===== src/rtl/usf_pkg.sv =====
package usf_pkg;
  // register offsets on the three address pins
  localparam logic [2:0] OFS_DATA = 3'h0;
  localparam logic [2:0] OFS_IER  = 3'h1;
  localparam logic [2:0] OFS_FCR  = 3'h2;
  localparam logic [2:0] OFS_LCR  = 3'h3;
  localparam logic [2:0] OFS_MCR  = 3'h4;
  localparam logic [2:0] OFS_LSR  = 3'h5;
  localparam logic [2:0] OFS_MSR  = 3'h6;
  localparam logic [2:0] OFS_SPR  = 3'h7;
  localparam logic [2:0] OFS_DLL  = 3'h0;
  localparam logic [2:0] OFS_DLM  = 3'h1;
  localparam logic [2:0] OFS_DLD  = 3'h2;
  localparam logic [2:0] OFS_EFR  = 3'h2;
  // line control value that opens the enhanced feature register
  localparam logic [7:0] LCR_EFR_KEY = 8'hbf;
  // field positions
  localparam int LCR_DLAB = 7;
  localparam int MCR_LOOP = 4;
  localparam int MCR_PRESC = 7;
  localparam int IER_MSI  = 3;
  localparam int FCR_FIFO = 0;
  localparam int EFR_ENH  = 4;
  localparam int EFR_ACTS = 7;
  localparam int DLD_SR4  = 5;
  localparam int DLD_SR8  = 4;
  localparam int DLD_FRAC_W = 4;
  // enhanced bits, writable only while the enable is set
  localparam logic [7:0] IER_ENH_MASK = 8'hf0;
  localparam logic [7:0] FCR_ENH_MASK = 8'h30;
  localparam logic [7:0] MCR_ENH_MASK = 8'he0;
  localparam logic [7:0] DLD_WR_MASK  = 8'h3f;
  // reset values
  localparam logic [7:0] SPR_RST = 8'hff;
  localparam logic [7:0] DLL_RST = 8'h01;
  localparam logic [7:0] DLM_RST = 8'h00;
  localparam logic [7:0] REG_RST = 8'h00;
  localparam logic [3:0] PINS_IDLE = 4'hf;
  localparam int ERR_CNT_W = 6;

  typedef enum logic [1:0] {SR_16X = 2'h0, SR_8X = 2'h1, SR_4X = 2'h2} usf_srate_t;
  typedef enum logic [1:0] {
    TXF_NONE = 2'h0, TXF_PAIR1 = 2'h1, TXF_PAIR2 = 2'h2, TXF_DUAL = 2'h3
  } usf_txfc_t;
  typedef enum logic [2:0] {
    RXF_NONE = 3'h0, RXF_PAIR1 = 3'h1, RXF_PAIR2 = 3'h2, RXF_EITHER = 3'h3, RXF_DUAL = 3'h4
  } usf_rxfc_t;

  // modem inputs in status bit order: cts lowest, cd highest
  typedef struct packed {
    logic cd;
    logic ri;
    logic dsr;
    logic cts;
  } usf_modem_t;

  typedef struct packed {
    usf_txfc_t tx_mode;
    usf_rxfc_t rx_mode;
    logic      tx_dual;
    logic      rx_dual;
  } usf_flow_t;

  typedef struct packed {
    logic [15:0]           integer_part;
    logic [DLD_FRAC_W-1:0] fraction;
    usf_srate_t            srate;
    logic                  prescale4;
  } usf_baud_t;
endpackage


===== src/rtl/usf_flow_decode.sv =====
module usf_flow_decode
  import usf_pkg::*;
(
  input  wire logic [3:0] efr_ctl_in, // software flow select bits
  output usf_flow_t       flow_out    // decoded transmit and receive modes
);
  wire logic [1:0] tx_bits = efr_ctl_in[3:2];
  wire logic [1:0] rx_bits = efr_ctl_in[1:0];
  usf_txfc_t tx_mode;
  usf_rxfc_t rx_mode;

  // transmit bit 3 picks the first pair, bit 2 the second
  assign tx_mode = (tx_bits == 2'h3) ? TXF_DUAL :
                   (tx_bits == 2'h2) ? TXF_PAIR1 :
                   (tx_bits == 2'h1) ? TXF_PAIR2 : TXF_NONE;

  // with both receive bits set, single or dual matching depends on transmit
  assign rx_mode = (rx_bits == 2'h2) ? RXF_PAIR1 :
                   (rx_bits == 2'h1) ? RXF_PAIR2 :
                   (rx_bits == 2'h0) ? RXF_NONE :
                   (tx_bits == 2'h1 || tx_bits == 2'h2) ? RXF_EITHER : RXF_DUAL;

  assign flow_out.tx_mode = tx_mode;
  assign flow_out.rx_mode = rx_mode;
  assign flow_out.tx_dual = (tx_mode == TXF_DUAL);
  assign flow_out.rx_dual = (rx_mode == RXF_DUAL);
endmodule


===== src/rtl/usf_regs.sv =====
// What this block and the host software do
// transmitter-empty reads 1 only when holding/FIFO and shifter are empty
// error-sum flag is 1 while any FIFO byte carries an error tag
// cts, dsr and cd change flags set on any change since last read
// ring change flag sets only on ring input low to high
// any change flag with modem interrupt enabled raises the interrupt
// auto cts: high input halts transmit after current character
// upper modem status bits show inverted cts, dsr, ri, cd inputs
// in loopback upper status bits come from modem control bits
// eight-bit scratch register, read/write, resets to all ones
// divisor is high byte over low byte plus fraction over sixteen
// fraction register writes only work while enhanced enable is set
// fraction bits 5:4 pick 16x, 8x or 4x sampling
// transmit flow mode follows feature bits 3 and 2
// receive matching follows feature bits 1 and 0
// receive 11 matches either pair or dual sequence by transmit bits
// dual modes treat the two on or off characters as one sequence
// software clears flow select bits before choosing a new setting
// enhanced bits are writable only while enhanced enable is set
// reset clears enhanced bits, fraction register and enhanced enable
// loopback is active while modem control bit 4 is set
// fraction register bits 7 and 6 read zero, ignore writes
module usf_regs
  import usf_pkg::*;
(
  input  wire logic        ref_clk_in,        // 200 MHz device clock
  input  wire logic        reset_in,          // synchronous, active high
  input  wire logic        cs_n_in,           // chip select pin, active low
  input  wire logic        ior_n_in,          // read strobe pin, active low
  input  wire logic        iow_n_in,          // write strobe pin, active low
  input  wire logic [2:0]  addr_in,           // register address pins
  input  wire logic [7:0]  data_in,           // data bus, pin level
  output logic      [7:0]  data_out,          // data bus, driven value
  output logic             data_oe_out,       // high while driving data bus
  input  wire usf_modem_t  modem_n_in,        // modem input pins, active low
  input  wire logic [7:0]  rx_data_in,        // receive holding byte
  input  wire logic [7:0]  isr_in,            // interrupt status from engine
  input  wire logic [5:0]  lsr_low_in,        // line status bits 5..0
  input  wire logic        tx_fifo_empty_in,  // transmit fifo empty
  input  wire logic        tx_holding_empty_in, // holding register empty
  input  wire logic        tx_shift_empty_in, // transmit shifter empty
  input  wire logic        rx_push_in,        // byte written into rx fifo
  input  wire logic        rx_push_err_in,    // that byte has an error tag
  input  wire logic        rx_pop_in,         // byte read out of rx fifo
  input  wire logic        rx_pop_err_in,     // that byte had an error tag
  output usf_baud_t        divisor_out,       // divisor, fraction, rate
  output usf_flow_t        flow_out,          // software flow modes
  output logic             tx_pause_out,      // auto cts halt of transmit
  output logic             modem_irq_out,     // modem status interrupt
  output logic      [7:0]  ier_out,           // interrupt enable value
  output logic      [7:0]  fcr_out,           // fifo control value
  output logic      [7:0]  lcr_out,           // line control value
  output logic      [7:0]  mcr_out,           // modem control value
  output logic             thr_wr_out,        // pulse: tx holding write
  output logic             fcr_wr_out,        // pulse: fifo control write
  output logic      [7:0]  wr_data_out,       // data of the write pulses
  output logic             rhr_rd_out         // pulse: rx holding read
);

  function automatic logic [7:0] enh_merge(input logic [7:0] old_v,
                                           input logic [7:0] new_v,
                                           input logic [7:0] mask,
                                           input logic       en);
    enh_merge = en ? new_v : ((new_v & ~mask) | (old_v & mask));
  endfunction

  ////////////////////////////////////////////////////////////////////////////
  // pin synchronisers; stage one feeds only stage two
  logic [2:0] strb_s1, strb_s2;
  logic [2:0] addr_s1, addr_s2;
  logic [7:0] data_s1, data_s2;
  logic [3:0] modem_s1, modem_s2;

  always_ff @(posedge ref_clk_in) begin
    if (reset_in) begin
      strb_s1  <= 3'h7;
      strb_s2  <= 3'h7;
    end else begin
      strb_s1  <= {cs_n_in, ior_n_in, iow_n_in};
      strb_s2  <= strb_s1;
    end
  end

  // modem syncs track the pins through reset, so a pin that is not idle at
  // release is not mistaken for a change
  always_ff @(posedge ref_clk_in) begin
    modem_s1 <= modem_n_in;
    modem_s2 <= modem_s1;
    addr_s1 <= addr_in;
    addr_s2 <= addr_s1;
    data_s1 <= data_in;
    data_s2 <= data_s1;
  end

  ////////////////////////////////////////////////////////////////////////////
  // bus strobes: read acts at its start, write at its end
  logic       rd_act_q, wr_act_q;
  logic [2:0] wr_addr;
  logic [7:0] wr_data;
  wire logic  rd_act = ~strb_s2[2] & ~strb_s2[1];
  wire logic  wr_act = ~strb_s2[2] & ~strb_s2[0];
  wire logic  rd_stb = rd_act & ~rd_act_q;
  wire logic  wr_stb = wr_act_q & ~wr_act;

  always_ff @(posedge ref_clk_in) begin
    if (reset_in) begin
      rd_act_q <= 1'h0;
      wr_act_q <= 1'h0;
      wr_addr  <= 3'h0;
      wr_data  <= REG_RST;
    end else begin
      rd_act_q <= rd_act;
      wr_act_q <= wr_act;
      if (wr_act) begin
        wr_addr <= addr_s2;
        wr_data <= data_s2;
      end
    end
  end

  ////////////////////////////////////////////////////////////////////////////
  // registers
  logic [7:0] interrupt_enable, fifo_control, lcr, modem_control, scratch_pad, dll, divisor_high, divisor_fraction_sampling, enhanced_feature;
  wire logic  dlab    = lcr[LCR_DLAB];
  wire logic  efr_sel = (lcr == LCR_EFR_KEY);
  wire logic  enh_en  = enhanced_feature[EFR_ENH];
  wire logic  loop_en = modem_control[MCR_LOOP];

  wire logic we_dll = wr_stb && dlab && (wr_addr == OFS_DLL);
  wire logic we_dlm = wr_stb && dlab && (wr_addr == OFS_DLM);
  wire logic we_dld = wr_stb && dlab && !efr_sel && (wr_addr == OFS_DLD);
  wire logic we_efr = wr_stb && efr_sel && (wr_addr == OFS_EFR);
  wire logic we_thr = wr_stb && !dlab && (wr_addr == OFS_DATA);
  wire logic we_ier = wr_stb && !dlab && (wr_addr == OFS_IER);
  wire logic we_fcr = wr_stb && !dlab && (wr_addr == OFS_FCR);
  wire logic we_lcr = wr_stb && (wr_addr == OFS_LCR);
  wire logic we_mcr = wr_stb && (wr_addr == OFS_MCR);
  wire logic we_spr = wr_stb && (wr_addr == OFS_SPR);

  always_ff @(posedge ref_clk_in) begin
    if (reset_in) begin
      interrupt_enable <= REG_RST;
      fifo_control <= REG_RST;
      lcr <= REG_RST;
      modem_control <= REG_RST;
      enhanced_feature <= REG_RST;
      divisor_fraction_sampling <= REG_RST;
      scratch_pad <= SPR_RST;
      dll <= DLL_RST;
      divisor_high <= DLM_RST;
    end else begin
      if (we_ier) interrupt_enable <= enh_merge(interrupt_enable, wr_data, IER_ENH_MASK, enh_en);
      if (we_fcr) fifo_control <= enh_merge(fifo_control, wr_data, FCR_ENH_MASK, enh_en);
      if (we_mcr) modem_control <= enh_merge(modem_control, wr_data, MCR_ENH_MASK, enh_en);
      if (we_dld && enh_en) divisor_fraction_sampling <= wr_data & DLD_WR_MASK;
      if (we_lcr) lcr <= wr_data;
      if (we_efr) enhanced_feature <= wr_data;
      if (we_spr) scratch_pad <= wr_data;
      if (we_dll) dll <= wr_data;
      if (we_dlm) divisor_high <= wr_data;
    end
  end

  ////////////////////////////////////////////////////////////////////////////
  // modem status: effective active-low levels, pins or loopback
  logic [3:0] eff_prev, delta;
  logic       eff_valid;
  wire logic [3:0] loop_pins = ~{modem_control[3], modem_control[2], modem_control[0], modem_control[1]};
  wire logic [3:0] eff_pin   = loop_en ? loop_pins : modem_s2;
  wire logic [3:0] msr_hi    = ~eff_pin;
  wire logic       msr_rd    = rd_stb && (addr_s2 == OFS_MSR);
  wire logic [3:0] delta_set;

  assign delta_set[0] = eff_valid && (eff_pin[0] != eff_prev[0]);
  assign delta_set[1] = eff_valid && (eff_pin[1] != eff_prev[1]);
  assign delta_set[2] = eff_valid && !eff_prev[2] && eff_pin[2];
  assign delta_set[3] = eff_valid && (eff_pin[3] != eff_prev[3]);

  // a change in the read cycle survives the clear
  always_ff @(posedge ref_clk_in) begin
    if (reset_in) begin
      eff_prev  <= PINS_IDLE;
      eff_valid <= 1'h0;
      delta     <= 4'h0;
    end else begin
      eff_prev  <= eff_pin;
      eff_valid <= 1'h1;
      delta     <= (msr_rd ? 4'h0 : delta) | delta_set;
    end
  end

  assign modem_irq_out = (|delta) && interrupt_enable[IER_MSI];

  ////////////////////////////////////////////////////////////////////////////
  // line status flags
  logic                 temt;
  logic [ERR_CNT_W-1:0] err_cnt;
  wire logic fifo_mode = fifo_control[FCR_FIFO];
  wire logic next_temt = tx_shift_empty_in &&
                         (fifo_mode ? tx_fifo_empty_in : tx_holding_empty_in);
  wire logic err_in    = rx_push_in && rx_push_err_in;
  wire logic err_out   = rx_pop_in && rx_pop_err_in;
  wire logic [7:0] lsr_val = {(err_cnt != '0), temt, lsr_low_in};

  always_ff @(posedge ref_clk_in) begin
    if (reset_in) begin
      temt    <= 1'h1;
      err_cnt <= '0;
    end else begin
      temt <= next_temt;
      if (err_in && !err_out) begin
        err_cnt <= err_cnt + ERR_CNT_W'(1);
      end else if (err_out && !err_in && err_cnt != '0) begin
        err_cnt <= err_cnt - ERR_CNT_W'(1);
      end
    end
  end

  ////////////////////////////////////////////////////////////////////////////
  // auto cts: stop only on a character boundary, resume at once
  always_ff @(posedge ref_clk_in) begin
    if (reset_in) begin
      tx_pause_out <= 1'h0;
    end else if (!enhanced_feature[EFR_ACTS] || !eff_pin[0]) begin
      tx_pause_out <= 1'h0;
    end else if (tx_shift_empty_in) begin
      tx_pause_out <= 1'h1;
    end
  end

  ////////////////////////////////////////////////////////////////////////////
  // read data mux
  logic [7:0] rd_mux;
  always_comb begin
    if (addr_s2 == OFS_DATA) begin
      rd_mux = dlab ? dll : rx_data_in;
    end else if (addr_s2 == OFS_IER) begin
      rd_mux = dlab ? divisor_high : interrupt_enable;
    end else if (addr_s2 == OFS_FCR) begin
      rd_mux = efr_sel ? enhanced_feature : (dlab ? divisor_fraction_sampling : isr_in);
    end else if (addr_s2 == OFS_LCR) begin
      rd_mux = lcr;
    end else if (addr_s2 == OFS_MCR) begin
      rd_mux = modem_control;
    end else if (addr_s2 == OFS_LSR) begin
      rd_mux = lsr_val;
    end else if (addr_s2 == OFS_MSR) begin
      rd_mux = {msr_hi, delta};
    end else begin
      rd_mux = scratch_pad;
    end
  end

  // snapshot at read start so the host sees a stable byte
  always_ff @(posedge ref_clk_in) begin
    if (reset_in) begin
      data_out    <= REG_RST;
      rhr_rd_out  <= 1'h0;
      thr_wr_out  <= 1'h0;
      fcr_wr_out  <= 1'h0;
      wr_data_out <= REG_RST;
    end else begin
      if (rd_stb) data_out <= rd_mux;
      rhr_rd_out  <= rd_stb && !dlab && (addr_s2 == OFS_DATA);
      thr_wr_out  <= we_thr;
      fcr_wr_out  <= we_fcr;
      wr_data_out <= wr_data;
    end
  end

  assign data_oe_out = rd_act;

  ////////////////////////////////////////////////////////////////////////////
  // configuration outputs
  usf_flow_t flow_dec;
  usf_flow_decode u_flow (
    .efr_ctl_in (enhanced_feature[3:0]),
    .flow_out   (flow_dec)
  );

  always_ff @(posedge ref_clk_in) begin
    if (reset_in) begin
      divisor_out <= '0;
      flow_out    <= '0;
    end else begin
      divisor_out.integer_part <= {divisor_high, dll};
      divisor_out.fraction     <= divisor_fraction_sampling[DLD_FRAC_W-1:0];
      divisor_out.srate        <= divisor_fraction_sampling[DLD_SR4] ? SR_4X :
                                  divisor_fraction_sampling[DLD_SR8] ? SR_8X : SR_16X;
      divisor_out.prescale4    <= modem_control[MCR_PRESC];
      flow_out                 <= flow_dec;
    end
  end

  assign ier_out = interrupt_enable;
  assign fcr_out = fifo_control;
  assign lcr_out = lcr;
  assign mcr_out = modem_control;

  ////////////////////////////////////////////////////////////////////////////
  // checks
  property p_temt;
    @(posedge ref_clk_in) disable iff (reset_in)
      (fifo_mode && !tx_fifo_empty_in) |=> !lsr_val[6];
  endproperty
  a_temt: assert property (p_temt) else $error("temt set with fifo data");

  property p_err_sum;
    @(posedge ref_clk_in) disable iff (reset_in)
      (err_in && !err_out) |=> lsr_val[7];
  endproperty
  a_err_sum: assert property (p_err_sum) else $error("error sum missed");

  property p_delta_chg;
    @(posedge ref_clk_in) disable iff (reset_in)
      (eff_valid && (eff_pin[0] != eff_prev[0])) |=> delta[0];
  endproperty
  a_delta_chg: assert property (p_delta_chg) else $error("cts change lost");

  property p_ri_fall;
    @(posedge ref_clk_in) disable iff (reset_in)
      (eff_prev[2] && !eff_pin[2] && !delta[2]) |=> !delta[2];
  endproperty
  a_ri_fall: assert property (p_ri_fall) else $error("ring set on fall");

  property p_irq;
    @(posedge ref_clk_in) disable iff (reset_in)
      (delta_set[3] && interrupt_enable[IER_MSI] && !we_ier) |=> modem_irq_out;
  endproperty
  a_irq: assert property (p_irq) else $error("modem interrupt missing");

  property p_pause;
    @(posedge ref_clk_in) disable iff (reset_in)
      (enhanced_feature[EFR_ACTS] && !eff_pin[0]) |=> !tx_pause_out;
  endproperty
  a_pause: assert property (p_pause) else $error("pause with cts low");

  property p_loop;
    @(posedge ref_clk_in) disable iff (reset_in)
      (loop_en && msr_rd) |=> (data_out[7:4] == {modem_control[3], modem_control[2], modem_control[0], modem_control[1]});
  endproperty
  a_loop: assert property (p_loop) else $error("loopback status wrong");

  property p_dld_lock;
    @(posedge ref_clk_in) disable iff (reset_in)
      (we_dld && !enh_en) |=> $stable(divisor_fraction_sampling);
  endproperty
  a_dld_lock: assert property (p_dld_lock) else $error("locked fraction written");

  property p_srate;
    @(posedge ref_clk_in) disable iff (reset_in)
      (divisor_fraction_sampling[DLD_SR4] && !we_dld) |=> (divisor_out.srate == SR_4X);
  endproperty
  a_srate: assert property (p_srate) else $error("4x rate not selected");

  property p_dld_rsv;
    @(posedge ref_clk_in) disable iff (reset_in)
      we_dld |=> (divisor_fraction_sampling[7:6] == 2'h0);
  endproperty
  a_dld_rsv: assert property (p_dld_rsv) else $error("reserved bits set");
endmodule


===== config.mk =====
export PLATFORM = sky130hd
export DESIGN_NAME = usf_regs
export DESIGN_NICKNAME = d
export VERILOG_FILES = /design/src/rtl/usf_pkg.sv /design/src/rtl/usf_flow_decode.sv /design/src/rtl/usf_regs.sv
export SDC_FILE = /design/constraint.sdc
export NUM_CORES = 1
export LEC_CHECK = 0
export ABC_AREA = 1
export BUFFER_PORTS_ARGS = -buffer_cell sky130_fd_sc_hd__buf_2
export CORE_MARGIN = 4
export CORE_UTILIZATION = 55
export DETAILED_ROUTE_END_ITERATION = 7
export PLACE_DENSITY = 0.87
export SLEW_MARGIN = 25
export SYNTH_ARGS = -nofsm -noshare
export SYNTH_HDL_FRONTEND = slang
export SYNTH_SLANG_ARGS = --single-unit

===== constraint.sdc =====
create_clock -name ref_clk_in -period 4.7 [get_ports ref_clk_in]
set_input_delay 0.94 -clock ref_clk_in [delete_from_list [all_inputs] [get_ports ref_clk_in]]
set_output_delay 0.94 -clock ref_clk_in [all_outputs]
set_load 0.005 [all_outputs]

Word-level counts from Yosys, hierarchy flattened
Index checks and enable logic that the tools add are counted.
{ "word_totals": {"out_inout_bits": 84, "regBits": 185, "elab_cells": 156, "inputBits": 49} }
{ "classes": {"mux": 29, "bitwise_logic": 15, "n_eq_ne": 22, "addsub": 2, "n_reduce_logical": 47} }
{ "op_table": {"columns": ["cell", "n"], "rows": [
  ["two-way mux 8 bit", 14],
  ["logical AND 1 bit", 30],
  ["equality test 3 bit (second input constant)", 6],
  ["equality test 3 x 2 -> 1 bit (second input constant)", 4],
  ["two-way mux 3 bit", 4],
  ["two-way mux 6 bit", 2],
  ["equality test 2 bit (second input constant)", 4],
  ["equality test 8 bit (second input constant)", 1],
  ["two-way mux 2 bit", 4],
  ["two-way mux 4 bit", 2],
  ["inverter 4 bit", 2],
  ["bitwise OR 4 x 8 -> 8 bit", 1],
  ["bitwise OR 5 x 8 -> 8 bit", 1],
  ["bitwise OR 8 x 6 -> 8 bit", 1],
  ["logical NOT 1 bit", 7],
  ["adder 6 x 1 -> 6 bit (second input constant)", 1],
  ["equality test 3 x 1 -> 1 bit (second input constant)", 2],
  ["logical NOT 3 bit", 2],
  ["nonzero test 6 bit", 1],
  ["subtractor 6 x 1 -> 6 bit (second input constant)", 1],
  ["inverter 1 bit", 5],
  ["AND 1 bit", 4],
  ["equality test 2 x 1 -> 1 bit (second input constant)", 2],
  ["bitwise OR 4 bit", 1],
  ["7 further kinds", 13]
]} }

Longest topological paths before layout
Gate-level depths: netlist of run 1.
{ "logic_depth": {"ltp_word": 10, "mapped_depth": 14, "ltp_nobuf": 14} }

Cells and area by module
A second synthesis of run 1 with hierarchy kept.
{ "unflattened": {"cells_unflattened": 887, "area_unflattened_um2": 6907.9} }
{ "modules_own_cells": {"columns": ["mod", "instances", "cells_per_inst", "seq_area_each_um2", "area_each_um2"], "rows": [
  ["usf_regs", 1, 873, 3703.6, 6821.5],
  ["usf_flow_decode", 1, 14, 0.0, 86.3]
]} }

Worst setup path before layout of run 1
Ideal clock, no wire load.
{ "synth_path": {"kind": "input to register", "startpoint": "in rx_pop_in", "endpoint": "reg err_cnt[5]", "setup_time_ps": 115, "path_stages": 12, "arrival_ps": 2296, "slack_ps": 2289, "path_buffers": 0, "t_required_ps": 4585, "cell_sequence": "nand2_1 -> inv_1 -> nor2_1 -> inv_1 -> ha_1 -> nand3_1 -> nand3_1 -> a21o_1 -> a21oi_1 -> nand2_1 -> a21oi_1 -> nor2_1"} }
{ "synth_between": {"elab_chain_len": 4, "elab_cells_between_ends": 7, "classes_between": "1 x mux; 6 x reduce/logical"} }
{ "synth_rtl": {"columns": ["item", "line", "rtl"], "rows": [
  ["start, declared", "usf_regs.sv:44", "input wire logic rx_pop_in,"],
  ["logical AND 1 bit *", "usf_regs.sv:202", "wire logic err_out = rx_pop_in && rx_pop_err_in;"],
  ["logical NOT 1 bit / logical AND 1 bit (equally long branches)", "usf_regs.sv:211, usf_regs.sv:213", null],
  ["logical AND 1 bit (on tied branches)", "usf_regs.sv:211, usf_regs.sv:213", null],
  ["two-way mux 6 bit / nonzero test 2 bit (equally long branches)", null, null],
  ["end signal, assigned", "usf_regs.sv:212", "err_cnt <= err_cnt + ERR_CNT_W'(1);"],
  ["end signal, assigned", "usf_regs.sv:214", "err_cnt <= err_cnt - ERR_CNT_W'(1);"],
  ["end, declared", "usf_regs.sv:197", "logic [ERR_CNT_W-1:0] err_cnt;"]
]} }
Every way passes the cells marked *; elsewhere a longest branch is shown, timed or not.
A chain may end at the register's enable or synchronous reset.

Final worst setup path of run 1
{ "layout_path": {"startpoint": "reg lcr[7] (netlist: lcr_out[7])", "endpoint": "out lcr_out[7]"} }
{ "layout_rtl": {"columns": ["item", "line", "rtl"], "rows": [
  ["start, declared", "usf_regs.sv:123", "logic [7:0] interrupt_enable, fifo_control, lcr, modem_control, scratch_pad, dll, divisor_high, divisor_fracti ..."],
  ["start signal, assigned", "usf_regs.sv:156", "if (we_lcr) lcr <= wr_data;"],
  ["end, declared", "usf_regs.sv:52", "output logic [7:0] lcr_out,"]
]} }
No word-level cell between the ends.

==> results of run 1 <==
## state kept, by name, summed over array words and instances, names as in the netlist, 6 cells and up
signal                     count
mcr_out                        8
flow_out                       7
ier_out                        8
err_cnt                        6
fcr_out                        8
divisor_high                   8
data_s2                        8
divisor_fraction_sampling      6
data_s1                        8
wr_data_out                    8
lcr_out                        8
data_out                       8
enhanced_feature               8
wr_data                        8
scratch_pad                    8
dll                            8
divisor_out                   23
## per-stage QoR
stage / setup WS [ps] / utilization (%)
4_1_cts: 2060 / 67.8
3_5_place_dp: 1990 / 62.8
3_3_place_gp: 2110 / 62.8
6_report: 2200 / 67.8
5_1_grt: 2100 / 67.8
2_1_floorplan: 2290 / -
## worst paths after layout
path | slack (ps) | depth (start not counted) | startpoint | endpoint
setup reg to reg | 2290 | 6 | lcr_out[7] | ier_out[5]
hold reg to reg | 320 | 0 | data_s1[5] | data_s2[5]
hold / removal | 320 | 0 | data_s1[5] | data_s2[5]
setup / recovery | 2200 | 1 | lcr_out[7] | lcr_out[7]
## layout make-up
| class | instances | area share [%] |
|---|---|---|
| Sequential cell | 185 | 44.7 |
| Multi-Input combinational cell | 541 | 33.2 |
| Timing Repair Buffer | 135 | 8.25 |
| Clock buffer | 20 | 5.40 |
| Inverter | 86 | 3.96 |
| Tap cell | 168 | 2.54 |
| Clock inverter | 12 | 1.93 |
## kinds of logic (layout without fill, tap and decap cells)
| logic type | after synthesis | after routing | synth area share, % |
|---|---|---|---|
| buffers and inverters | 120 | 253 | 7.48 |
| XOR/XNOR | 3 | 3 | 0.377 |
| AND/OR/NAND/NOR | 311 | 311 | 20.4 |
| adder cells (fa/ha/maj) | 8 | 8 | 1.54 |
| AO/OA/AOI/OAI | 219 | 219 | 17.1 |
| flip-flops | 185 | 185 | 53.1 |
## metal layers
metal / vias to the layer above / part of all wire (%)
li1: 3007 / -
met1: 2748 / 41
met2: 277 / 46
met3: 42 / 9.8
met4: 0 / 2.6
met5: - / 0
## Yosys cell counts (2+ instances only)
library cell,number
a211oi_1,2
o21bai_1,2
buf_6,5
ha_1,7
nor3_1,7
buf_4,5
nor2_4,3
nand2_1,157
o21ai_0,88
a31oi_1,7
nor4_1,3
nand3_1,26
inv_1,74
o22a_1,4
nand4_1,5
clkbuf_1,14
inv_2,10
inv_4,2
nor2_1,81
o21ai_1,7
a21oi_1,86
o211ai_1,11
dfxtp_1,185
or2_2,11
nand2_2,2
nor2_2,4
buf_1,2
buf_2,8
a21oi_2,5
a22oi_1,6
nor3_4,4
xnor2_1,2
## power groups by stage
stage	Combinational (mW)	Sequential [mW]	Clock, mW
floorplan	0.140	1.65	0
CTS	0.192	1.62	1.48
finish	0.195	1.63	1.46
global placement	0.184	1.66	0
detailed placement	0.190	1.66	0
global route	0.220	1.63	1.54
==> qor.yml, run 1 <==
critical_path:
  crit_chain: "buf_2"
  cp_data_required_time_ps: 3760
  worstPathMaxFanout: 19
  max_stage_delay_ps: 880
  path_delay_family: "flip-flops"
  endpoint_kind: "primary output"
  critPathBufInv: 1
  arrival_ps: 1560
  startpoint_type: "flop"
  critPathSlowestCell: "dfxtp_1"
  critPathKind: "flop to primary output"
place:
  place_congestion: 0.959
  port_buffers: 132
  dp.cells: 1115
  dp_hpwl_um: 12200
  place_area_um2: 7670
status:
  status: "complete, no violations"
global_route:
  grt.busiest_layer: "met2"
  use_met1_pct: 31.5
  grt_use_met2_pct: 39.2
  grt_pass1_wl_um: 27600
  antenna_found_initial: 0
  overflow: 0
  groute.usage.overall_pct: 24.4
  grt_start_max_net_pins: 60
  grt_use_met3_pct: 6.69
  grt_pass1_vias: 5434
clock_tree:
  clk_pin_slew_ps: 70
  clockBufferDepth: 2
  postCtsHoldBufs: 0
  cts_sinks: 185
  cts_tree: "yes"
  cts.repair.resized: 0
  htree_levels: 4
  numCtsBuffers: 17
  clock_latency_ps: 430
  postCtsSetupBuffers: 0
  root_buffer: "clkbuf_16"
routing:
  ant_nets: 0
  drt_pre_antenna_iters: 5
  drc: 0
  vias_per_cell: 5.30
  routed_wl_um: 17600
  vias: 6074
  routedWlPerCell_um: 15.4
  drtIter0Drc: 559
floorplanning:
  die_y_um: 121
  rows: 40
  core_area_um2: 12200
  ios: 133
  die-area_um2: 14500
  start_util_pct: 57.1
  die_w_um: 121
hold_path:
  hold_path_class: "flop to flop"
layout:
  mostFrequentLayoutCell: "dfxtp_1"
  layout-drive-gt1-share_pct: 21.9
  design_area_um2: 8280
  ff_latch_area_um2: 3700
  antenna_cells: 0
  layout_common_cells: "dfxtp_1, nand2_1, buf_2"
  num-nets-final: 1023
  instances_no_fill: 1147
  syn_to_final_growth_pct: 18.7
  multi_input_area_um2: 2750
  fillerInstances: 1039
yosys:
  seq_area_frac_synth_pct: 53.1
  synthesis.area_um2: 6970
  ys.flop_type: "dfxtp_1"
  synth-seq-cells: 185
  synth_edf_count: 0
  ys_top_cells_by_area: "dfxtp_1, nand2_1, o21ai_0, a21oi_1, nor2_1"
  synth.top_cell.area_share_pct: 53.1
  synth_top_area_cell: "dfxtp_1"
  synth.avg_cell_area_um2: 8.24
  syn_nets: 903
  synth_warnings: 0
  synth_cells: 846
  synthArstFlopShare_pct: 0
  netlist-cell-type-count: 43
power_and_ir_drop:
  ir_drop_mv: 0.345
  p_int_mw: 2.54
  swShare_pct: 22.7
  p_per_area_nw_per_um2: 396
  switching_power_uw: 745
  p_clk_share_pct: 44.5
  p_leak_nw: 3.81
  pwr-share-comb_pct: 5.9
  seqPwrFrac_pct: 49.6
  finalPower_mw: 3.28
sta:
  clock.fmax_mhz: 400
  rsz0062_at_grt: "no"
  fin_skew_ps: 9.91
  setup_viol: 0
  fin_crit_sh_pct: 53.2
  worst_pin_slew_ps: 894
  fin_hold_ws_ps: 322
  period_minus_slack_ps: 2500
  hold_viol_final: 0
  slew_headroom_pct: 39.9
  slew_viol_final: 0
  final.setup.tns_ps: 0
job:
  maxCapViolations: 0
No activity file was read; power rests on OpenSTA's default activity.
==> inputs of run 2 (changes only) <==
--- a/config.mk
+++ b/config.mk
@@ -8,9 +8,9 @@
 export ABC_AREA = 1
 export BUFFER_PORTS_ARGS = -buffer_cell sky130_fd_sc_hd__buf_2
 export CORE_MARGIN = 4
-export CORE_UTILIZATION = 55
+export CORE_UTILIZATION = 49
 export DETAILED_ROUTE_END_ITERATION = 7
-export PLACE_DENSITY = 0.87
+export PLACE_DENSITY = 0.83
 export SLEW_MARGIN = 25
 export SYNTH_ARGS = -nofsm -noshare
 export SYNTH_HDL_FRONTEND = slang
==> constraint.sdc (replaced) <==
create_clock -name ref_clk_in -period 2.21 [get_ports ref_clk_in]
set_input_delay 0.442 -clock ref_clk_in [delete_from_list [all_inputs] [get_ports ref_clk_in]]
set_output_delay 0.442 -clock ref_clk_in [all_outputs]
set_load 0.005 [all_outputs]
==> qor.yml, run 2 (synthesis results as in run 1) <==
status:
  status: "complete, no violations"
routing:
  routedWlPerCell_um: 15.3
  routed_wl_um: 17800
  drc: 0
  vias: 6009
  vias_per_cell: 5.14
  ant_nets: 0
  drtIter0Drc: 555
  drt_pre_antenna_iters: 5
global_route:
  groute.usage.overall_pct: 22.2
  antenna_found_initial: 0
  grt_start_max_net_pins: 46
  overflow: 0
  grt_pass1_vias: 5625
  grt_pass1_wl_um: 28300
place:
  place_congestion: 0.918
  place_area_um2: 7760
  dp_hpwl_um: 12700
  dp_slack_ps: 129
  port_buffers: 132
sta:
  final.setup.tns_ps: 0
  slew_headroom_pct: 54.9
  period_minus_slack_ps: 1940
  worst_pin_slew_ps: 673
  clock.fmax_mhz: 516
  setup_viol: 0
  rsz0062_at_grt: "no"
  fin_ws_ps: 273
  hold_viol_final: 0
  fin_crit_sh_pct: 87.6
  fin_skew_ps: 9.70
  slew_viol_final: 0
clock_tree:
  clk_pin_slew_ps: 80
  htree_levels: 4
  cts_sinks: 185
  clock_latency_ps: 430
  root_buffer: "clkbuf_16"
  cts_tree: "yes"
  postCtsSetupBuffers: 0
  cts.repair.resized: 0
  postCtsHoldBufs: 0
  numCtsBuffers: 17
  clockBufferDepth: 2
job:
  maxCapViolations: 0
layout:
  layout-drive-gt1-share_pct: 22.8
  mostFrequentLayoutCell: "dfxtp_1"
  regMostFlops: "divisor_out"
  syn_to_final_growth_pct: 20.4
  layout_common_cells: "dfxtp_1, nand2_1, buf_2"
  largest_reg_flops: 23
  multi_input_area_um2: 2750
  post-route-util_pct: 60.2
  design_area_um2: 8390
  fillerInstances: 1220
  num-nets-final: 1033
  antenna_cells: 0
  ff_latch_area_um2: 3700
floorplanning:
  start_util_pct: 50.0
  die_w_um: 127
  die_y_um: 127
  die-area_um2: 16200
  ios: 133
  core_area_um2: 13900
  rows: 43
critical_path:
  critPathKind: "flop to flop"
  startpoint_type: "flop"
  arrival_ps: 2260
  worstPathMaxFanout: 11
  endpoint_kind: "flop"
  cp_data_required_time_ps: 2530
power_and_ir_drop:
  p_per_area_nw_per_um2: 839
  p_leak_nw: 3.88
  ir_drop_mv: 0.559
hold_path:
  hold_path_class: "input pin to flop"
[run 2: cell types whose count changed in the layout (fill, tap and decap cells not counted), sizes merged]
cell | previous run | this run
buf | 135 | 145
clkinvlp | 1 | 0
bufinv | 3 | 2
inv | 90 | 93
clkinv | 4 | 6
clkbuf | 20 | 17
[run 2: final timing paths]
check,to,slack [ps],cells past startpoint,startpoint
worst min register to register,addr_s2[2],320,0,addr_s1[2]
worst max register to register,mcr_out[7],270,7,strb_s2[2]
worst min-delay path,data_s1[1],100,1,data_in[1]
worst max-delay path,mcr_out[7],270,7,strb_s2[2]
[run 2: stage by stage]
step                hold WS [ps]  std cells  total power, mW
floorplan                    310        846             3.81
global placement             313       1137             3.93
detailed placement           312       1137             3.94
CTS                         85.2       1169             7.07
global route                84.6       1169             7.29
finish                       102       1169             7.04
[run 2: final cells by class]
type                    instances  share of cell area (%)
repair buffers                145                    9.04
flip-flops and latches        185                    44.1
multi-input cells             541                    32.7
inverters                      86                    3.91
clock buffers                  17                    5.07
well taps                     180                    2.68
clock inverters                15                    2.45
[run 2: report_power, final]
group / switching (mW) / internal [mW] / leakage (nW)
registers: 0.0502 / 3.40 / 1.51
clock network: 1.42 / 1.74 / 0.309
logic: 0.257 / 0.168 / 2.06
[run 2: worst max-delay path, cell delays in order (launching register included)]
cell and delay [ps]:
dfxtp_1 380, nor2_2 130, nor2_4 150, inv_2 90
nor3_2 520, nand2_1 260, o21ai_0 220, a21oi_1 60
[run 2: routing by layer]
metal | GRT usage [%] | wire length, um
met1 | 29.3 | 7550
met2 | 33.3 | 7930
met3 | 5.56 | 1570
met4 | 12.6 | 788
met5 | 0 | 0
